--- src/verilog/pll_ctrl_pkg.sv ---
// Package: constants and carrier types for the loop control block
package pll_ctrl_pkg;

  // Clock and timing
  localparam int SYS_CLK_PERIOD_NS = 100;
  localparam int RELOCK_TIME_NS = 10000;
  localparam int IDLE_TIMEOUT_NS = 10000;
  localparam logic [6:0] RELOCK_CYC =
    7'((RELOCK_TIME_NS + SYS_CLK_PERIOD_NS - 1) / SYS_CLK_PERIOD_NS);
  localparam logic [6:0] IDLE_TIMEOUT_CYC = 7'(IDLE_TIMEOUT_NS / SYS_CLK_PERIOD_NS);

  // Configuration port offsets
  localparam logic [3:0] ADDR_FB_INT = 4'h0;
  localparam logic [3:0] ADDR_FRAC_LO = 4'h1;
  localparam logic [3:0] ADDR_FRAC_HI = 4'h2;
  localparam logic [3:0] ADDR_DIV0 = 4'h3;
  localparam logic [3:0] ADDR_DIV1 = 4'h4;
  localparam logic [3:0] ADDR_DIV2 = 4'h5;
  localparam logic [3:0] ADDR_DIV3 = 4'h6;
  localparam logic [3:0] ADDR_CTRL = 4'h7;
  localparam logic [3:0] ADDR_ROUTE = 4'h8;
  localparam logic [3:0] ADDR_PHASE1 = 4'h9;
  localparam logic [3:0] ADDR_PHASE2 = 4'ha;
  localparam logic [3:0] ADDR_PHASE3 = 4'hb;
  localparam logic [3:0] ADDR_STATUS = 4'hc;

  // Control field positions
  localparam int CTRL_CASCADE_LSB = 0;
  localparam int CTRL_FB_PIN_BIT = 3;
  localparam int CTRL_FB_SEL_LSB = 4;

  // Reset values
  localparam logic [7:0] FB_INT_RST = 8'h01;
  localparam logic [15:0] FRAC_RST = 16'h0000;
  localparam logic [6:0] DIV_RST = 7'h00;
  localparam logic [6:0] PHASE_RST = 7'h00;
  localparam logic [3:0] ROUTE_RST = 4'h0;
  localparam logic [15:0] CREDIT_ONE = 16'hffff;

  // Pins that cross into the system clock domain
  typedef struct packed {
    logic ref_pin;
    logic ref_route;
    logic fb_pin;
    logic step;
  } pin_bus_t;

  typedef struct packed {
    pin_bus_t s1;
    pin_bus_t s2;
    pin_bus_t s3;
    pin_bus_t q;
  } sync_state_t;

  // Divider control and state
  typedef struct packed {
    logic load;
    logic adv;
    logic ret;
  } div_ctl_t;

  typedef struct packed {
    logic [6:0] cnt;
    logic level;
    logic tick;
    logic adv_p;
    logic ret_p;
  } div_state_t;

  typedef struct packed {
    logic [7:0] fb_int;
    logic [15:0] frac;
    logic [3:0][6:0] div;
    logic [2:0] cascade;
    logic fb_pin;
    logic [1:0] fb_sel;
    logic [3:0] route_en;
    logic [2:0][6:0] phase;
  } cfg_t;

  typedef struct packed {
    cfg_t cfg;
    logic ack;
    logic [7:0] rdata;
    logic [25:0] credit;
    logic vco_tick;
    logic ref_prev;
    logic fb_prev;
    logic step_prev;
    logic src_prev;
    logic [6:0] ref_idle;
    logic [6:0] fb_idle;
    logic [6:0] relock;
    logic lock;
    logic load;
    logic [3:0] adv;
    logic [3:0] ret;
    logic [3:0] clk_out;
    logic [3:0] route_out;
  } top_state_t;

endpackage

--- src/verilog/out_divider.sv ---
// One output divider with preset, phase step and cascade tick
`timescale 1ns/1ps
`default_nettype none
module out_divider import pll_ctrl_pkg::*; (
  // Clock and reset
  input wire logic sys_clk,
  input wire logic srst,
  // Input ticks and control
  input wire logic tick_in,
  input wire logic [6:0] div_code,
  input wire logic [6:0] preset,
  input wire div_ctl_t ctl,
  // Output level and toggle tick
  output logic level,
  output logic tick_out
);
  div_state_t s_reg;
  div_state_t s_next;
  logic step;

  always_comb begin
    s_next = s_reg;
    step = tick_in;
    s_next.tick = 1'b0;
    if (s_reg.ret_p && tick_in) begin
      step = 1'b0;
      s_next.ret_p = 1'b0;
    end else if (s_reg.adv_p && !tick_in) begin
      step = 1'b1;
      s_next.adv_p = 1'b0;
    end
    if (ctl.adv) begin
      s_next.adv_p = 1'b1;
    end
    if (ctl.ret) begin
      s_next.ret_p = 1'b1;
    end
    if (step) begin
      if (s_reg.cnt >= div_code) begin
        s_next.cnt = 7'h00;
        s_next.level = ~s_reg.level;
        s_next.tick = 1'b1;
      end else begin
        s_next.cnt = s_reg.cnt + 7'h01;
      end
    end
    if (ctl.load) begin
      s_next.cnt = preset;
      s_next.level = 1'b0;
      s_next.adv_p = 1'b0;
      s_next.ret_p = 1'b0;
    end
  end

  always_ff @(posedge sys_clk) begin
    if (srst) begin
      s_reg <= '0;
    end else begin
      s_reg <= s_next;
    end
  end

  assign level = s_reg.level;
  assign tick_out = s_reg.tick;
endmodule // out_divider
`default_nettype wire

--- src/verilog/pin_sync3.sv ---
// Three-stage synchroniser for the foreign clock and step pins
`timescale 1ns/1ps
`default_nettype none
module pin_sync3 import pll_ctrl_pkg::*; (
  // Clock and reset
  input wire logic sys_clk,
  input wire logic srst,
  // Pins
  input wire pin_bus_t pins,
  output pin_bus_t pins_q
);
  sync_state_t s_reg;
  sync_state_t s_next;
  logic [3:0] agree;

  always_comb begin
    s_next = s_reg;
    agree = ~(s_reg.s2 ^ s_reg.s3);
    s_next.s1 = pins;
    s_next.s2 = s_reg.s1;
    s_next.s3 = s_reg.s2;
    s_next.q = pin_bus_t'((s_reg.q & ~agree) | (s_reg.s3 & agree));
  end

  always_ff @(posedge sys_clk) begin
    if (srst) begin
      s_reg <= '0;
    end else begin
      s_reg <= s_next;
    end
  end

  assign pins_q = s_reg.q;
endmodule // pin_sync3
`default_nettype wire

--- src/verilog/pll_dynamic_control.sv ---
// Digital control of a fractional-N clock synthesis loop
// Functional notes
// - Fractional multiplication with 16-bit fraction.
// - Each output divider spans 1 to 128.
// - Output dividers can be chained in series.
// - Every output feeds network or routing.
// - Lock asserts on lock, drops on loss.
// - Secondary outputs take phase offset versus primary.
// - Phase offset static or dynamically adjusted.
// - Reference selectable between two sources dynamically.
// - Settings rewritable over WISHBONE; relock afterwards.
// - Each toggle moves selected secondary phase one step; select 0 is ignored.
// - Reference from pin or internal routing.
// - Feedback from routing or pin.
// - Feedback divider multiplies reference frequency.
`timescale 1ns/1ps
`default_nettype none
module pll_dynamic_control import pll_ctrl_pkg::*; (
  // Clock and reset
  input wire logic sys_clk,
  input wire logic srst,
  // Reference and feedback clocks
  input wire logic reference_clock_in_pin,
  input wire logic reference_clock_in_route,
  input wire logic feedback_clock_in_pin,
  input wire logic reference_source_selector,
  // Dynamic phase control
  input wire logic [1:0] phase_output_select,
  input wire logic phase_direction,
  input wire logic phase_step_toggle,
  // WISHBONE configuration port
  input wire logic wb_cyc_i,
  input wire logic wb_stb_i,
  input wire logic wb_we_i,
  input wire logic [3:0] wb_adr_i,
  input wire logic [7:0] wb_dat_i,
  output logic [7:0] wb_dat_o,
  output logic wb_ack_o,
  // Clock outputs and status
  output logic primary_clock_out,
  output logic secondary_clock_out_a,
  output logic secondary_clock_out_b,
  output logic secondary_clock_out_c,
  output logic [3:0] clock_route_out,
  output logic lock
);
  top_state_t s_reg;
  top_state_t s_next;
  pin_bus_t pins;
  pin_bus_t pins_q;
  logic [3:0] div_level;
  logic [3:0] div_tick;
  logic [3:0] src_tick;
  logic [3:0][6:0] preset;
  div_ctl_t [3:0] ctl;
  logic ref_edge;
  logic fb_edge;
  logic step_edge;
  logic wb_take;
  logic wb_write;
  logic disturb;
  logic [25:0] sum;

  // Foreign inputs
  assign pins.ref_pin = reference_clock_in_pin;
  assign pins.ref_route = reference_clock_in_route;
  assign pins.fb_pin = feedback_clock_in_pin;
  assign pins.step = phase_step_toggle;

  pin_sync3 pin_sync3_inst (
    .sys_clk(sys_clk),
    .srst(srst),
    .pins(pins),
    .pins_q(pins_q)
  );

  // Output dividers, optionally chained
  assign preset = {s_reg.cfg.phase, PHASE_RST};

  genvar gi;
  generate
    for (gi = 0; gi < 4; gi++) begin : g_div
      if (gi == 0) begin : g_first
        assign src_tick[gi] = s_reg.vco_tick;
      end else begin : g_chain
        assign src_tick[gi] = s_reg.cfg.cascade[gi-1] ? div_tick[gi-1] : s_reg.vco_tick;
      end
      assign ctl[gi].load = s_reg.load;
      assign ctl[gi].adv = s_reg.adv[gi];
      assign ctl[gi].ret = s_reg.ret[gi];
      out_divider out_divider_inst (
        .sys_clk(sys_clk),
        .srst(srst),
        .tick_in(src_tick[gi]),
        .div_code(s_reg.cfg.div[gi]),
        .preset(preset[gi]),
        .ctl(ctl[gi]),
        .level(div_level[gi]),
        .tick_out(div_tick[gi])
      );
    end
  endgenerate

  always_comb begin
    s_next = s_reg;
    // Edge detection on synchronised inputs
    ref_edge = 1'b0;
    fb_edge = 1'b0;
    step_edge = 1'b0;
    disturb = 1'b0;
    s_next.ref_prev = reference_source_selector ? pins_q.ref_route : pins_q.ref_pin;
    ref_edge = s_next.ref_prev && !s_reg.ref_prev;
    s_next.fb_prev = s_reg.cfg.fb_pin ? pins_q.fb_pin : div_level[s_reg.cfg.fb_sel];
    fb_edge = s_next.fb_prev && !s_reg.fb_prev;
    s_next.step_prev = pins_q.step;
    step_edge = pins_q.step != s_reg.step_prev;

    // WISHBONE classic slave, one wait state
    wb_take = wb_cyc_i && wb_stb_i && !s_reg.ack;
    wb_write = wb_take && wb_we_i;
    s_next.ack = wb_take;
    s_next.rdata = 8'h00;
    s_next.load = 1'b0;
    if (wb_take) begin
      case (wb_adr_i)
        ADDR_FB_INT: begin
          s_next.rdata = s_reg.cfg.fb_int;
        end
        ADDR_FRAC_LO: begin
          s_next.rdata = s_reg.cfg.frac[7:0];
        end
        ADDR_FRAC_HI: begin
          s_next.rdata = s_reg.cfg.frac[15:8];
        end
        ADDR_DIV0: begin
          s_next.rdata = {1'b0, s_reg.cfg.div[0]};
        end
        ADDR_DIV1: begin
          s_next.rdata = {1'b0, s_reg.cfg.div[1]};
        end
        ADDR_DIV2: begin
          s_next.rdata = {1'b0, s_reg.cfg.div[2]};
        end
        ADDR_DIV3: begin
          s_next.rdata = {1'b0, s_reg.cfg.div[3]};
        end
        ADDR_CTRL: begin
          s_next.rdata = {2'b00, s_reg.cfg.fb_sel, s_reg.cfg.fb_pin, s_reg.cfg.cascade};
        end
        ADDR_ROUTE: begin
          s_next.rdata = {4'h0, s_reg.cfg.route_en};
        end
        ADDR_PHASE1: begin
          s_next.rdata = {1'b0, s_reg.cfg.phase[0]};
        end
        ADDR_PHASE2: begin
          s_next.rdata = {1'b0, s_reg.cfg.phase[1]};
        end
        ADDR_PHASE3: begin
          s_next.rdata = {1'b0, s_reg.cfg.phase[2]};
        end
        ADDR_STATUS: begin
          s_next.rdata = {6'h00, reference_source_selector, s_reg.lock};
        end
        default: begin
          s_next.rdata = 8'h00;
        end
      endcase
    end
    if (wb_write) begin
      s_next.load = 1'b1;
      disturb = 1'b1;
      case (wb_adr_i)
        ADDR_FB_INT: begin
          s_next.cfg.fb_int = wb_dat_i;
        end
        ADDR_FRAC_LO: begin
          s_next.cfg.frac[7:0] = wb_dat_i;
        end
        ADDR_FRAC_HI: begin
          s_next.cfg.frac[15:8] = wb_dat_i;
        end
        ADDR_DIV0: begin
          s_next.cfg.div[0] = wb_dat_i[6:0];
        end
        ADDR_DIV1: begin
          s_next.cfg.div[1] = wb_dat_i[6:0];
        end
        ADDR_DIV2: begin
          s_next.cfg.div[2] = wb_dat_i[6:0];
        end
        ADDR_DIV3: begin
          s_next.cfg.div[3] = wb_dat_i[6:0];
        end
        ADDR_CTRL: begin
          s_next.cfg.cascade = wb_dat_i[CTRL_CASCADE_LSB +: 3];
          s_next.cfg.fb_pin = wb_dat_i[CTRL_FB_PIN_BIT];
          s_next.cfg.fb_sel = wb_dat_i[CTRL_FB_SEL_LSB +: 2];
        end
        ADDR_ROUTE: begin
          s_next.cfg.route_en = wb_dat_i[3:0];
        end
        ADDR_PHASE1: begin
          s_next.cfg.phase[0] = wb_dat_i[6:0];
        end
        ADDR_PHASE2: begin
          s_next.cfg.phase[1] = wb_dat_i[6:0];
        end
        ADDR_PHASE3: begin
          s_next.cfg.phase[2] = wb_dat_i[6:0];
        end
        default: begin
          s_next.cfg = s_reg.cfg;
        end
      endcase
    end

    // Fractional-N tick generator
    sum = s_reg.credit;
    if (ref_edge && !s_reg.credit[25]) begin
      sum = s_reg.credit + {2'b00, s_reg.cfg.fb_int, s_reg.cfg.frac};
    end
    s_next.vco_tick = 1'b0;
    if (sum > {10'h000, CREDIT_ONE}) begin
      s_next.vco_tick = 1'b1;
      sum = sum - {10'h001, 16'h0000};
    end
    s_next.credit = sum;

    // Dynamic phase stepping of secondary outputs
    s_next.adv = 4'h0;
    s_next.ret = 4'h0;
    if (step_edge && phase_output_select != 2'b00) begin
      if (phase_direction) begin
        s_next.adv[phase_output_select] = 1'b1;
      end else begin
        s_next.ret[phase_output_select] = 1'b1;
      end
      if (!s_reg.cfg.fb_pin && phase_output_select == s_reg.cfg.fb_sel) begin
        disturb = 1'b1;
      end
    end

    // Reference and feedback activity watch
    s_next.src_prev = reference_source_selector;
    if (s_reg.src_prev != reference_source_selector) begin
      disturb = 1'b1;
    end
    if (ref_edge) begin
      s_next.ref_idle = 7'h00;
    end else if (s_reg.ref_idle != IDLE_TIMEOUT_CYC) begin
      s_next.ref_idle = s_reg.ref_idle + 7'h01;
    end
    if (fb_edge) begin
      s_next.fb_idle = 7'h00;
    end else if (s_reg.fb_idle != IDLE_TIMEOUT_CYC) begin
      s_next.fb_idle = s_reg.fb_idle + 7'h01;
    end
    if (s_reg.ref_idle == IDLE_TIMEOUT_CYC || s_reg.fb_idle == IDLE_TIMEOUT_CYC) begin
      disturb = 1'b1;
    end

    // Lock indicator
    if (disturb) begin
      s_next.lock = 1'b0;
      s_next.relock = RELOCK_CYC;
    end else if (s_reg.relock != 7'h00) begin
      s_next.relock = s_reg.relock - 7'h01;
    end else begin
      s_next.lock = 1'b1;
    end

    // Registered clock outputs
    s_next.clk_out = div_level;
    s_next.route_out = div_level & s_reg.cfg.route_en;
  end

  always_ff @(posedge sys_clk) begin
    if (srst) begin
      s_reg <= '0;
      s_reg.cfg.fb_int <= FB_INT_RST;
      s_reg.cfg.frac <= FRAC_RST;
      s_reg.cfg.div <= {4{DIV_RST}};
      s_reg.cfg.phase <= {3{PHASE_RST}};
      s_reg.cfg.route_en <= ROUTE_RST;
      s_reg.relock <= RELOCK_CYC;
    end else begin
      s_reg <= s_next;
    end
  end

  // Outputs
  assign wb_dat_o = s_reg.rdata;
  assign wb_ack_o = s_reg.ack;
  assign primary_clock_out = s_reg.clk_out[0];
  assign secondary_clock_out_a = s_reg.clk_out[1];
  assign secondary_clock_out_b = s_reg.clk_out[2];
  assign secondary_clock_out_c = s_reg.clk_out[3];
  assign clock_route_out = s_reg.route_out;
  assign lock = s_reg.lock;
endmodule // pll_dynamic_control
`default_nettype wire
--- config.mk ---
export PLATFORM = sky130hd
export DESIGN_NAME = pll_dynamic_control
export DESIGN_NICKNAME = d
export VERILOG_FILES = /design/src/verilog/pll_ctrl_pkg.sv /design/src/verilog/out_divider.sv /design/src/verilog/pin_sync3.sv /design/src/verilog/pll_dynamic_control.sv
export SDC_FILE = /design/constraint.sdc
export NUM_CORES = 1
export LEC_CHECK = 0
export BUFFER_PORTS_ARGS = -buffer_cell sky130_fd_sc_hd__buf_2
export CAP_MARGIN = 20
export CORE_UTILIZATION = 54
export DETAILED_ROUTE_END_ITERATION = 8
export PLACE_DENSITY = 0.78
export SYNTH_ARGS = -nofsm -noshare
export SYNTH_HDL_FRONTEND = slang
export SYNTH_SLANG_ARGS = --single-unit
--- constraint.sdc ---
create_clock -name sys_clk -period 11.8 [get_ports sys_clk]
set_clock_uncertainty 0.05 [all_clocks]
set_input_delay 2.36 -clock sys_clk [delete_from_list [all_inputs] [get_ports sys_clk]]
set_output_delay 2.36 -clock sys_clk [all_outputs]
set_load 0.01 [all_outputs]
==> results by group <==
Outcome
  – Outcome: complete, no violations

Detailed routing
  – Antenna viol nets, final: 0
  – DRC violations left: 0
  – Routed wire per std cell: approximately 18 um
  – Initial DRC Count: 1,109
  – DR pass1 iterations: 5
  – Via count: 10,279
  – Post-Route WL: 30.9 mm
  – Post-DR vias/cell: 6.05

Worst setup path
  – Crit-path slowest cell: a21boi_0
  – Sum of buffers and inverters on the critical path: 3
  – Nature of the critical path endpoint: flop
  – CP required: about 12 ns
  – Max incr delay on CP: 0.41 ns
  – Nature of the critical path startpoint: primary input
  – Critical path's top delay family: simple AND/OR/NAND/NOR gates
  – Worst endpoint data arrival time: 5.49 ns
  – Crit Path Category: primary input to flop
  – CP Cell Sequence: buf_2 > mux2i_1 > or3_1 > buf_4 > a21boi_0 > ha_1 > inv_1 > o21ai_0 > a31oi_1 > nor4b_2 > nand4b_4 > nor2b_4 > mux2_1
  – Worst-path fanout max: 38

Clocking
  – Hold_buf cts: 0
  – CTS Sinks: 221
  – Largest buffer count on any clock path: 3
  – Clock transition time at the flip-flop clock pins of the worst setup and hold paths: 0.06 ns
  – CTS tree: yes
  – H-Tree Depth: 1
  – Skew-Pair Late Insertion Delay: between 0.5 and 0.6 ns
  – CTS root buffer: clkbuf_16
  – Post-CTS setup buffer count: 0
  – Post-cts sizing count: 0
  – CTS Buf Count: 23

Logic synthesis
  – Post-synth EDFFs: 0
  – Ys Warns: 0
  – Yosys reg bits: between 200 and 250
  – Synthesized area: 0.0119 sq mm
  – Post-synthesis sequential area ratio: between 30% and 40%
  – Mapped Cells: 1,417
  – Avg Cell Area, Syn: 8.41 sq um
  – Ys async rst share: 0%
  – Netlist cell types: 84
  – Dominant synthesized flop cell: dfxtp_1

Floorplan
  – Core area: around 0.021 sq mm
  – Die Wd: 151 um
  – Die Span Y: 151 um
  – I/O pins: between 40 and 50
  – Die area: 0.0227 sq mm
  – Initial core utilization: 55.8%
  – # rows: 53

Cells and area
  – Layout Nets: around 1,500
  – Fraction of layout instances using a drive strength above 1: 8.35%
  – Leading cell type in the layout, fill and taps excluded: dfxtp_1
  – N_diodes: 0
  – Largest register FFs: 114
  – Most frequent cells in the layout: dfxtp_1 (221), nor2_1 (163), nand2_1 (122)
  – Area grow syn2layout: 8.28%

GRT
  – GR Util All Layers: 27.7%
  – Antenna violations before repair: 1
  – Vias in the first global route: just over 9,000
  – Congestion Overflow GR: 0
  – Pin count of the biggest net entering global routing: 93
  – First-pass GRT wire length: slightly below 50 mm

Power
  – Sw Pwr: 469 uW
  – LEAKAGE: 0.00511 uW
  – Clk pwr share: 40.4%
  – Sw Share: 27.0%
  – Reg power frac: 45.8%
  – Combinational share of power: about 14%
  – PD cells: 135 mW/mm^2
  – Cell Int Power: 1270 uW
  – Total chip power: between 1500 and 2000 uW
  – Max IR drop VDD: 0.119 mV

STA
  – Final Hold Viols: 0
  – Fmax: slightly below 200 MHz
  – Max-slew violations: 0
  – Final setup TNS: 0 ns
  – Max_slew headroom: 31.3%
  – Worst Tran Pin Value: 1.03 ns
  – Final min period: 5.16 ns
  – Hold slack: 0.382 ns
  – Setup Viol. Count Final: 0
  – RSZ-0062 raised after global routing: false
  – Final period utilization: 43.7%

Placed design
  – Count of input and output buffers: 42
  – Post-DP HPWL: 22.3 mm
  – Routability cong.: approximately 0.93

Job
  – Max Cap Viol: 0

Min path
  – Hold Crit Class: flop to flop
==> Yosys cell counts, drive strengths merged, types with 27 or more instances <==
| master | count | area share, % |
|---|---|---|
| mux2i | 85 | 7.1 |
| nor2 | 163 | 5.1 |
| nand2 | 123 | 3.9 |
| clkbuf | 61 | 1.9 |
| ha | 64 | 6.7 |
| o21ai | 59 | 2.5 |
| dfxtp | 221 | 37 |
| nand3 | 64 | 2.7 |
| a21oi | 100 | 4.4 |
| nor2b | 46 | 2.5 |
| a21o | 35 | 2.2 |
| inv | 74 | 2.3 |
| nor3 | 27 | 1.1 |
| xor2 | 28 | 2.1 |
==> per-stage QoR <==
step                      std cells  area [sq um]  setup WS, ns  util, %
after CTS                      1700         12900          6.67     60.4
after floorplan                1418         11900          6.33        -
after global routing           1700         12900          6.37     60.4
after detailed placement       1660         12200          6.16     57.0
final                          1700         12900          6.64     60.4
after global placement         1660         12200          6.30     57.0
==> logic make-up (layout without fill, tap and decap cells) <==
logic type               after synthesis  in the layout  share of synthesized area [%]
AO/OA/AOI/OAI                        310            310                           17.5
flip-flops                           221            221                           37.1
multiplexers                          92             92                           7.99
other                                  1              2                         0.0315
AND/OR/NAND/NOR                      527            527                           21.8
buffers and inverters                158            165                           5.48
adder cells (fa/ha/maj)               65             65                           6.89
XOR/XNOR                              43             43                           3.16
==> final timing paths <==
kind                        startpoint                                 end  slack [ns]  cells past startpoint
min reg2reg                     ctl[9]  g_div[3].out_divider_inst.s_reg[0]        0.38                      2
max reg2reg                 s_reg[138]                           s_reg[61]        7.20                     18
min                             ctl[9]  g_div[3].out_divider_inst.s_reg[0]        0.38                      2
max          reference_source_selector                           s_reg[61]        6.64                     13
==> area by class of cell <==
| type | instances | area, sq um |
|---|---|---|
| fill | 1845 | 8460 |
| multi-input combinational | 1039 | 6850 |
| sequential | 221 | 4420 |
| clock buffer | 32 | 649 |
| tap | 275 | 344 |
| timing repair buffer | 51 | 280 |
| inverter | 74 | 278 |
| clock inverter | 8 | 73.8 |
==> power groups by stage <==
stage               Combinational (uW)  Sequential [uW]  Clock [uW]
finish                             240              796         701
global route                       265              799         740
CTS                                236              795         711
detailed placement                 234              811           0
global placement                   229              811           0
floorplan                          181              805           0
==> tightest hold or removal path: cells and delay by family (launching register included) <==
kind / cells / cell delay, ns
flops: 1 / 0.30
simple gates: 1 / 0.06
compound gates: 1 / 0.04
==> layer usage <==
metal  part of all wire [%]  wire length [um]  global-route usage [%]
met2                     44             13800                    43.4
met3                    8.0              2470                    4.45
met1                     44             13500                    37.7
met4                    4.0              1230                    11.5
met5                  0.026                 8                       0
(Power assumes the default switching activity.)
